## src/mon_seq_pkg.sv

```systemverilog
`default_nettype none
package mon_seq_pkg;
   // =========================================
   // register byte offsets
   localparam logic [7:0] cfg_off = 8'h00;
   localparam logic [7:0] status_off = 8'h04;
   localparam logic [7:0] shunt_off = 8'h08;
   localparam logic [7:0] bus_off = 8'h0C;
   localparam logic [7:0] power_off = 8'h10;
   localparam logic [7:0] current_off = 8'h14;
   localparam logic [7:0] calib_off = 8'h18;
   // =========================================
   // field positions and reset values
   localparam int reset_bit = 15;
   localparam logic [15:0] cfg_reset = 16'h399F;
   localparam int done_bit = 1;
   localparam int math_bit = 0;
   localparam int recover_bit = 2;
   localparam int cal_frac = 12;
   // =========================================
   // timing
   localparam int clk_mhz = 25;
   localparam int recover_us = 40;
   localparam int recover_cycles = recover_us * clk_mhz;
   localparam int conv_base_us = 84;
   localparam int conv_base_cycles = conv_base_us * clk_mhz;
   // =========================================
   // full-scale limits in result counts
   localparam logic [15:0] shunt_fs_base = 16'h0FA0;
   localparam logic [12:0] bus_fs_16v = 13'h0FA0;
   localparam logic [12:0] bus_fs_32v = 13'h1F40;
   // =========================================
   // types
   typedef enum logic [2:0] {
      mode_pd = 3'b000, mode_shunt_trig = 3'b001, mode_bus_trig = 3'b010, mode_both_trig = 3'b011,
      mode_off = 3'b100, mode_shunt_cont = 3'b101, mode_bus_cont = 3'b110, mode_both_cont = 3'b111
   } mode_e;
   typedef enum logic [1:0] {
      st_idle = 2'b00, st_recover = 2'b01, st_shunt = 2'b10, st_bus = 2'b11
   } state_e;
   typedef struct packed {
      logic rst;
      logic spare;
      logic bus_range;
      logic [1:0] shunt_gain_setting;
      logic [3:0] bus_average_field;
      logic [3:0] shunt_average_field;
      logic [2:0] mode;
   } cfg_s;
endpackage : mon_seq_pkg
`default_nettype wire

```

## src/monitor_conversion_sequencer.sv

```systemverilog
// The implementer's own choices: the address map and the APB interface to the registers.
`default_nettype none
// How it works
// soft reset bit or general call reset restores every power-up value
// mode 111 converts shunt samples, then bus samples, and repeats
// other modes convert one channel or both, continuous or triggered
// current and power math overlaps the next conversion cycle
// power-down halts conversions; 40 us recovery wait on leaving it
// converter-off halts conversions until another mode is written
// every write of a triggered mode starts exactly one single shot
// results stay readable and hold until a newer cycle replaces them
// done flag sets only after conversions, averaging and math finish
// config write clears done flag unless mode is power-down or off
// reading status clears the done flag
// convert input starting a single shot clears the done flag
// shunt and bus sampled at separate times, long gaps at deep averaging
// shunt gain selects 40 mV full scale times 1, 2, 4 or 8
// bus range selects 16 V or 32 V full scale
// resolution and averaging set separately per channel
// reset defaults: 12-bit, 320 mV, 32 V, continuous both channels
// current and power only produced with nonzero calibration
// bus result weight fixed at 4 mV per count
// soft reset bit clears itself and reads back zero
// triggered cycle done: converter idles until the next trigger
module monitor_conversion_sequencer #(
   parameter int conv_base = mon_seq_pkg::conv_base_cycles
) (
   // clock and reset
   input wire logic pclk,
   input wire logic presetn,
   // apb slave
   input wire logic psel,
   input wire logic penable,
   input wire logic pwrite,
   input wire logic [7:0] paddr,
   input wire logic [31:0] pwdata,
   output logic [31:0] prdata,
   output logic pready,
   output logic pslverr,
   // serial bus and convert pin events
   input wire logic general_call_reset,
   input wire logic convert_start,
   // converter sample codes
   input wire logic [15:0] shunt_code,
   input wire logic [12:0] bus_code,
   // status pins
   output logic conversion_done,
   output logic converting
);
   // =========================================
   // per-channel setting decode
   function automatic logic [2:0] avg_shift(input logic [3:0] f);
      avg_shift = f[3] ? f[2:0] : 3'h0;
   endfunction : avg_shift

   function automatic logic [15:0] conv_len(input logic [3:0] f);
      logic [1:0] r;
      r = f[3] ? 2'h3 : f[1:0];
      conv_len = 16'((conv_base << r) - 1);
   endfunction : conv_len

   function automatic logic [7:0] last_samp(input logic [2:0] s);
      last_samp = 8'((9'h001 << s) - 9'h001);
   endfunction : last_samp

   // =========================================
   // state
   mon_seq_pkg::cfg_s cfg;
   mon_seq_pkg::state_e state;
   mon_seq_pkg::state_e next_state;
   logic [15:0] calib;
   logic [15:0] shunt_res;
   logic [12:0] bus_res;
   logic [15:0] current_res;
   logic [15:0] power_res;
   logic [15:0] cnt;
   logic [7:0] nsamp;
   logic signed [23:0] acc;
   logic [9:0] rec_cnt;
   logic pending;
   logic math_go;
   logic flag;

   // =========================================
   // apb decode
   wire logic done_acc = psel & penable & pready;
   wire logic wr = done_acc & pwrite;
   wire logic rd = done_acc & ~pwrite;
   wire logic mapped = (paddr == mon_seq_pkg::cfg_off) | (paddr == mon_seq_pkg::status_off) |
                       (paddr == mon_seq_pkg::shunt_off) | (paddr == mon_seq_pkg::bus_off) |
                       (paddr == mon_seq_pkg::power_off) | (paddr == mon_seq_pkg::current_off) |
                       (paddr == mon_seq_pkg::calib_off);
   wire logic cfg_wr = wr & (paddr == mon_seq_pkg::cfg_off);
   wire logic cal_wr = wr & (paddr == mon_seq_pkg::calib_off);
   wire logic stat_rd = rd & (paddr == mon_seq_pkg::status_off);
   wire mon_seq_pkg::cfg_s wcfg = mon_seq_pkg::cfg_s'(pwdata[15:0]);
   wire logic soft_rst = (cfg_wr & pwdata[mon_seq_pkg::reset_bit]) | general_call_reset;
   wire logic w_idle = (wcfg.mode[1:0] == 2'b00);
   wire logic trig_wr = cfg_wr & ~soft_rst & ~wcfg.mode[2] & ~w_idle;
   wire logic cfg_trig = ~cfg.mode[2] & (cfg.mode[1:0] != 2'b00);
   wire logic pin_trig = convert_start & cfg_trig & ~cfg_wr & ~soft_rst;
   wire logic leave_pd = cfg_wr & ~soft_rst & (cfg.mode == mon_seq_pkg::mode_pd) &
                         (wcfg.mode != mon_seq_pkg::mode_pd);
   wire logic clr_flag = (cfg_wr & ~w_idle) | stat_rd | pin_trig;

   // =========================================
   // read mux
   wire logic [15:0] status_val = {13'h0000, (rec_cnt != 10'h000), flag, (calib != 16'h0000)};
   wire logic [15:0] rd_val =
      (paddr == mon_seq_pkg::cfg_off) ? {1'b0, cfg[14:0]} :
      (paddr == mon_seq_pkg::status_off) ? status_val :
      (paddr == mon_seq_pkg::shunt_off) ? shunt_res :
      (paddr == mon_seq_pkg::bus_off) ? {bus_res, 3'b000} :
      (paddr == mon_seq_pkg::power_off) ? power_res :
      (paddr == mon_seq_pkg::current_off) ? current_res :
      (paddr == mon_seq_pkg::calib_off) ? calib : 16'h0000;

   // =========================================
   // sampling and averaging datapath
   wire logic in_shunt = (state == mon_seq_pkg::st_shunt);
   wire logic [2:0] sh_shift = avg_shift(cfg.shunt_average_field);
   wire logic [2:0] bu_shift = avg_shift(cfg.bus_average_field);
   wire logic [2:0] cur_shift = in_shunt ? sh_shift : bu_shift;
   wire logic signed [23:0] samp = in_shunt ? {{8{shunt_code[15]}}, shunt_code} : {11'h000, bus_code};
   wire logic signed [23:0] avg_sum = acc + samp;
   wire logic signed [23:0] avg_val = avg_sum >>> cur_shift;
   wire logic conv_end = (state == mon_seq_pkg::st_shunt || state == mon_seq_pkg::st_bus) && (cnt == 16'h0000);
   wire logic chan_end = conv_end & (nsamp == last_samp(cur_shift));
   wire logic shunt_end = chan_end & in_shunt;
   wire logic bus_end = chan_end & ~in_shunt;
   wire logic cycle_end = bus_end | (shunt_end & ~cfg.mode[1]);
   wire logic can_start = (cfg.mode[1:0] != 2'b00) & (rec_cnt == 10'h000) & (cfg.mode[2] | pending);

   // shunt limit scales with gain, bus limit with range
   wire logic signed [15:0] sh_lim = 16'(mon_seq_pkg::shunt_fs_base << cfg.shunt_gain_setting);
   wire logic signed [15:0] sh_avg = avg_val[15:0];
   wire logic [15:0] sh_sat = (sh_avg > sh_lim) ? sh_lim : (sh_avg < -sh_lim) ? -sh_lim : sh_avg;
   wire logic [12:0] bu_lim = cfg.bus_range ? mon_seq_pkg::bus_fs_32v : mon_seq_pkg::bus_fs_16v;
   wire logic [12:0] bu_sat = (avg_val[12:0] > bu_lim) ? bu_lim : avg_val[12:0];

   // background math from held results
   wire logic signed [31:0] cur_prod = $signed(shunt_res) * $signed(calib);
   wire logic [15:0] next_current = cur_prod[mon_seq_pkg::cal_frac +: 16];
   wire logic signed [32:0] pow_prod = $signed(next_current) * $signed({4'h0, bus_res});
   wire logic [15:0] next_power = pow_prod[mon_seq_pkg::cal_frac +: 16];

   // =========================================
   // sequencer next state
   always_comb begin
      next_state = state;
      case (state)
         mon_seq_pkg::st_idle: begin
            if (can_start) begin
               next_state = cfg.mode[0] ? mon_seq_pkg::st_shunt : mon_seq_pkg::st_bus;
            end
         end
         mon_seq_pkg::st_recover: begin
            if (rec_cnt == 10'h000) begin
               next_state = mon_seq_pkg::st_idle;
            end
         end
         mon_seq_pkg::st_shunt: begin
            if (shunt_end) begin
               next_state = cfg.mode[1] ? mon_seq_pkg::st_bus : mon_seq_pkg::st_idle;
            end
         end
         mon_seq_pkg::st_bus: begin
            if (bus_end) begin
               next_state = mon_seq_pkg::st_idle;
            end
         end
         default: begin
            next_state = mon_seq_pkg::st_idle;
         end
      endcase
   end

   // =========================================
   // apb answer, one wait state
   always_ff @(posedge pclk or negedge presetn) begin
      if (!presetn) begin
         pready <= 1'b0;
         prdata <= 32'h0000_0000;
         pslverr <= 1'b0;
      end else begin
         pready <= psel & penable & ~pready;
         if (psel & penable & ~pready) begin
            prdata <= {16'h0000, rd_val};
            pslverr <= ~mapped;
         end
      end
   end

   // =========================================
   // configuration and calibration
   always_ff @(posedge pclk or negedge presetn) begin
      if (!presetn) begin
         cfg <= mon_seq_pkg::cfg_s'(mon_seq_pkg::cfg_reset);
         calib <= 16'h0000;
      end else if (soft_rst) begin
         cfg <= mon_seq_pkg::cfg_s'(mon_seq_pkg::cfg_reset);
         calib <= 16'h0000;
      end else begin
         if (cfg_wr) begin
            cfg <= {1'b0, wcfg[14:0]};
         end
         if (cal_wr) begin
            calib <= pwdata[15:0];
         end
      end
   end

   // =========================================
   // sequencer
   always_ff @(posedge pclk or negedge presetn) begin
      if (!presetn) begin
         state <= mon_seq_pkg::st_idle;
         cnt <= 16'h0000;
         nsamp <= 8'h00;
         acc <= 24'sh000000;
         rec_cnt <= 10'h000;
         pending <= 1'b0;
      end else if (soft_rst) begin
         state <= mon_seq_pkg::st_idle;
         cnt <= 16'h0000;
         nsamp <= 8'h00;
         acc <= 24'sh000000;
         rec_cnt <= 10'h000;
         pending <= 1'b0;
      end else if (cfg_wr) begin
         // any config write restarts the cycle under the new settings
         state <= leave_pd ? mon_seq_pkg::st_recover : mon_seq_pkg::st_idle;
         rec_cnt <= leave_pd ? 10'(mon_seq_pkg::recover_cycles - 1) : 10'h000;
         pending <= trig_wr;
         nsamp <= 8'h00;
         acc <= 24'sh000000;
      end else begin
         state <= next_state;
         if (rec_cnt != 10'h000) begin
            rec_cnt <= rec_cnt - 10'h001;
         end
         if (pin_trig) begin
            pending <= 1'b1;
         end else if (state == mon_seq_pkg::st_idle && can_start) begin
            pending <= 1'b0;
         end
         if (state == mon_seq_pkg::st_idle && can_start) begin
            cnt <= conv_len(cfg.mode[0] ? cfg.shunt_average_field : cfg.bus_average_field);
         end else if (conv_end) begin
            cnt <= chan_end ? conv_len(cfg.bus_average_field) : conv_len(in_shunt ?
                   cfg.shunt_average_field : cfg.bus_average_field);
            nsamp <= chan_end ? 8'h00 : nsamp + 8'h01;
            acc <= chan_end ? 24'sh000000 : avg_sum;
         end else if (cnt != 16'h0000) begin
            cnt <= cnt - 16'h0001;
         end
      end
   end

   // =========================================
   // results, math and done flag
   always_ff @(posedge pclk or negedge presetn) begin
      if (!presetn) begin
         shunt_res <= 16'h0000;
         bus_res <= 13'h0000;
         current_res <= 16'h0000;
         power_res <= 16'h0000;
         math_go <= 1'b0;
         flag <= 1'b0;
      end else if (soft_rst) begin
         shunt_res <= 16'h0000;
         bus_res <= 13'h0000;
         current_res <= 16'h0000;
         power_res <= 16'h0000;
         math_go <= 1'b0;
         flag <= 1'b0;
      end else begin
         if (shunt_end & ~cfg_wr) begin
            shunt_res <= sh_sat;
         end
         if (bus_end & ~cfg_wr) begin
            bus_res <= bu_sat;
         end
         math_go <= cycle_end & ~cfg_wr;
         if (math_go) begin
            current_res <= (calib != 16'h0000) ? next_current : 16'h0000;
            power_res <= (calib != 16'h0000) ? next_power : 16'h0000;
         end
         if (math_go) begin
            flag <= 1'b1;
         end else if (clr_flag) begin
            flag <= 1'b0;
         end
      end
   end

   // =========================================
   // status pins
   always_ff @(posedge pclk or negedge presetn) begin
      if (!presetn) begin
         conversion_done <= 1'b0;
         converting <= 1'b0;
      end else begin
         conversion_done <= flag;
         converting <= state[1];
      end
   end
endmodule : monitor_conversion_sequencer
`default_nettype wire

```

## config.mk

```make
export PLATFORM = sky130hd
export DESIGN_NAME = monitor_conversion_sequencer
export DESIGN_NICKNAME = d
export VERILOG_FILES = /design/src/mon_seq_pkg.sv /design/src/monitor_conversion_sequencer.sv
export SDC_FILE = /design/constraint.sdc
export NUM_CORES = 2
export LEC_CHECK = 0
export BUFFER_PORTS_ARGS = -buffer_cell sky130_fd_sc_hd__buf_2
export CAP_MARGIN = 5
export CORE_MARGIN = 1.5
export CORE_UTILIZATION = 39
export CTS_BUF_LIST = sky130_fd_sc_hd__clkbuf_2 sky130_fd_sc_hd__clkbuf_4 sky130_fd_sc_hd__clkbuf_8
export DETAILED_ROUTE_END_ITERATION = 8
export SYNTH_ARGS = -nofsm -noshare
export SYNTH_HDL_FRONTEND = slang
export SYNTH_SLANG_ARGS = --single-unit
```

## constraint.sdc

```tcl
create_clock -name pclk -period 13.6 [get_ports pclk]
set_input_delay 0.68 -clock pclk [delete_from_list [all_inputs] [get_ports pclk]]
set_output_delay 0.68 -clock pclk [all_outputs]
set_load 0.02 [all_outputs]
```

==> reports/metrics.yaml <==
avgViaCountPerCell: 5.31
grt_start_max_net_pins: 114
grt_pass1_wl_um: 127000
insertion_delay_ns: 0.52
die-height_um: 272
cts_buffers: 17
initial_utilization_pct: 39.4
final_core_util_pct: 42.0
drt_iter0_drc: 1664
cts_hold_buf: 0
clock_path_buffers: 2
async_reset_ff_share_pct: 100
relSlewSlack_pct: 26.3
maxSlewViolCount: 0
pin_count: 112
synth_top_area_cell: "fa_1"
htreeDepth: 4
start_kind: "register"
synthXorXnorAreaFrac_pct: 3.14
synth_warnings: 0
synth_cell_types: 94
grt_util_met2_pct: 34.9
tritoncts: "done"
worst-setup-path-type: "register to register"
outcome: "completed"
drc: 0
io_buffers: 79
cts-root-buf: "clkbuf_8"
synth_top_family_by_area: "adder cells"
period_share_pct: 95.4
dp_hpwl_um: 60700
final_layout_size_suffix_gt1_share_pct: 8.74
hold_path_class: "primary input to async pin"
busiest_layer: "met2"
syn_inst: 3214
setup_viol: 0
synth_mux_area_share_pct: 2.54
crit_arrival_ns: 13.37
critical_path.top_delay_family: "adder cells"
antenna_found_initial: 2
max_cap_viol_count: 0
postRouteAntennaNets: 0
gp_congestion: 0.861
final_nets: 3922
critical_path.max_stage_delay_ns: 0.74
drt_pass1_iterations: 8
fin_crit_ns: 12.97
wl_per_cell_um: 18.7
grt_overflow: 0
rsz0062_at_grt: "no"
synth_adder_area_share_pct: 39.2
irDropWorstVdd_mv: 0.110
synth_ff_type: "dfrtp_1"
seq_area_frac_synth_pct: 15.5
synth_edf_count: 0
crit_fanout: 12
critPathBufInv: 8
gr-usage-met3_pct: 2.76
clock.fmax_mhz: 77.1
path_common_cell: "fa_1"
clk_pin_slew_worst_paths_ns: 0.11
dieArea_sq_um: 73800
yosys.area_share.simple_pct: 17.8
tns_ns: 0
worst_slew_pin_slew_ns: 1.11
critPathCaptureType: "register"
rows: 98
leakage_uw: 0.0152
cts_sinks: 174
powerDensity_nw_per_um2: 62.5
yosys-top-cells-area: "fa_1, dfrtp_1, ha_1, inv_1, nand2_1"
synthesis.area_sq_um: 28200
worstPathRequired_ns: 14.00
area_growth_pct: 6.74
cpMaxStageDelayCell: "or4b_2"
yosys_register_bits: 174
skew_ns: 0.0172
synth_top_area_share_pct: 29.9
first_global_vias: 22700
synth_compound_area_share_pct: 11.7
syn_area_per_cell_sq_um: 8.76
core_area_sq_um: 71500
fp.dieW_um: 272
via_count: 22200
nFillCells: 7236
grt_usage_pct: 21.8
drt-total-wl_um: 78100
use_met1_pct: 30.7
hold_violations: 0
## layout make-up
type / instances / area, sq um / share of cell area [%]
Clock buffer: 17 / 234 / 0.779
Sequential cell: 174 / 4370 / 14.6
Inverter: 541 / 2030 / 6.76
Timing Repair Buffer: 155 / 975 / 3.24
Antenna cell: 1 / 2.50 / 0.00833
Clock inverter: 15 / 168 / 0.558
Tap cell: 950 / 1190 / 3.96
Multi-Input combinational cell: 2326 / 21100 / 70.1
## report_power, final
group | switching (uW) | internal (uW) | leakage, uW | total [uW]
Sequential | 47.6 | 553 | 0.00236 | 601
Clock | 242 | 140 | 0.000204 | 382
Combinational | 554 | 341 | 0.0126 | 895
Total | 844 | 1030 | 0.0152 | 1880
## registers in the layout, summed over array words and instances (netlist names)
| signal | cells |
|---|---|
| current_res | 16 |
| conversion_done | 1 |
| bus_res | 13 |
| pslverr | 1 |
| cnt | 16 |
| cfg | 15 |
| pready | 1 |
| acc | 23 |
| flag | 1 |
| converting | 1 |
| state | 2 |
| shunt_res | 16 |
| calib | 16 |
| rec_cnt | 10 |
| prdata | 16 |
| power_res | 16 |
| math_go | 1 |
| nsamp | 8 |
| pending | 1 |
## placed cells by master (no fill, tap or decap), types with 56 or more instances in the layout
cell | netlist | final
a21oi_1 | 105 | 105
a22o_1 | 56 | 56
and2_1 | 214 | 214
buf_2 | 9 | 78
buf_4 | 17 | 76
dfrtp_1 | 164 | 158
fa_1 | 420 | 420
ha_1 | 211 | 211
inv_1 | 540 | 540
nand2_1 | 437 | 437
nor2_1 | 143 | 142
o21ai_0 | 101 | 101
xnor2_1 | 76 | 75
## logic make-up (layout without fill, tap and decap cells)
kind of cell / Yosys count / count (layout)
XOR/XNOR: 101 / 101
buffers and inverters: 729 / 728
AO/OA/AOI/OAI: 478 / 478
other: 1 / 17
flip-flops: 174 / 174
multiplexers: 64 / 64
adder cells (fa/ha/maj): 631 / 631
AND/OR/NAND/NOR: 1036 / 1036
## cell usage after synthesis, drive strengths merged (20+ instances only)
master  instances
a21oi         108
a22o           56
and2          216
and3           26
buf            36
clkbuf        152
dfrtp         164
fa            420
ha            211
inv           541
mux2           35
mux2i          28
nand2         439
nand3          48
nor2          143
nor3           47
o21ai         105
or3            20
xnor2          76
xor2           25
## routing by layer
layer | share of wire, % | routed length [um]
met5 | 0.017 | 13
met4 | 3.1 | 2400
met3 | 5.7 | 4430
met2 | 46 | 35900
met1 | 45 | 35400
## repair_timing
action | CTS | global route
endpoints found under the setup margin | 0 | 4
resized for setup | 0 | 11
setup buffers | 0 | 0
## through the flow
| stage | std cells | area (sq um) | total power [uW] | setup slack, ns | hold WS, ns |
|---|---|---|---|---|---|
| after global routing | 4178 | 30000 | 2010 | 0.0105 | 0.350 |
| final | 4179 | 30100 | 1880 | 0.629 | 0.312 |
| after floorplan | 3229 | 28200 | 1250 | 1.39 | 0.373 |
| after global placement | 4146 | 29600 | 1490 | 0.520 | 0.471 |
| after CTS | 4178 | 30000 | 1870 | 0.435 | 0.322 |
| after detailed placement | 4146 | 29600 | 1490 | 0.513 | 0.452 |
## worst paths after layout
check	slack, ns	startpoint	cells after the start	end
setup / recovery	0.63	calib[4]$_DFFE_PN0P_	41	power_res[10]$_DFFE_PN0P_
hold / removal	0.31	presetn	1	prdata[15]$_DFFE_PN0P_
min in group pclk	0.43	pwdata[14]	3	calib[14]$_DFFE_PN0P_
hold reg to reg	0.49	flag$_DFFE_PN0P_	0	conversion_done$_DFF_PN0_
setup reg to reg	0.63	calib[4]$_DFFE_PN0P_	41	power_res[10]$_DFFE_PN0P_
max in group asynchronous	11.83	presetn	2	shunt_res[1]$_DFFE_PN0P_
No activity file was read; power rests on OpenSTA's default activity.
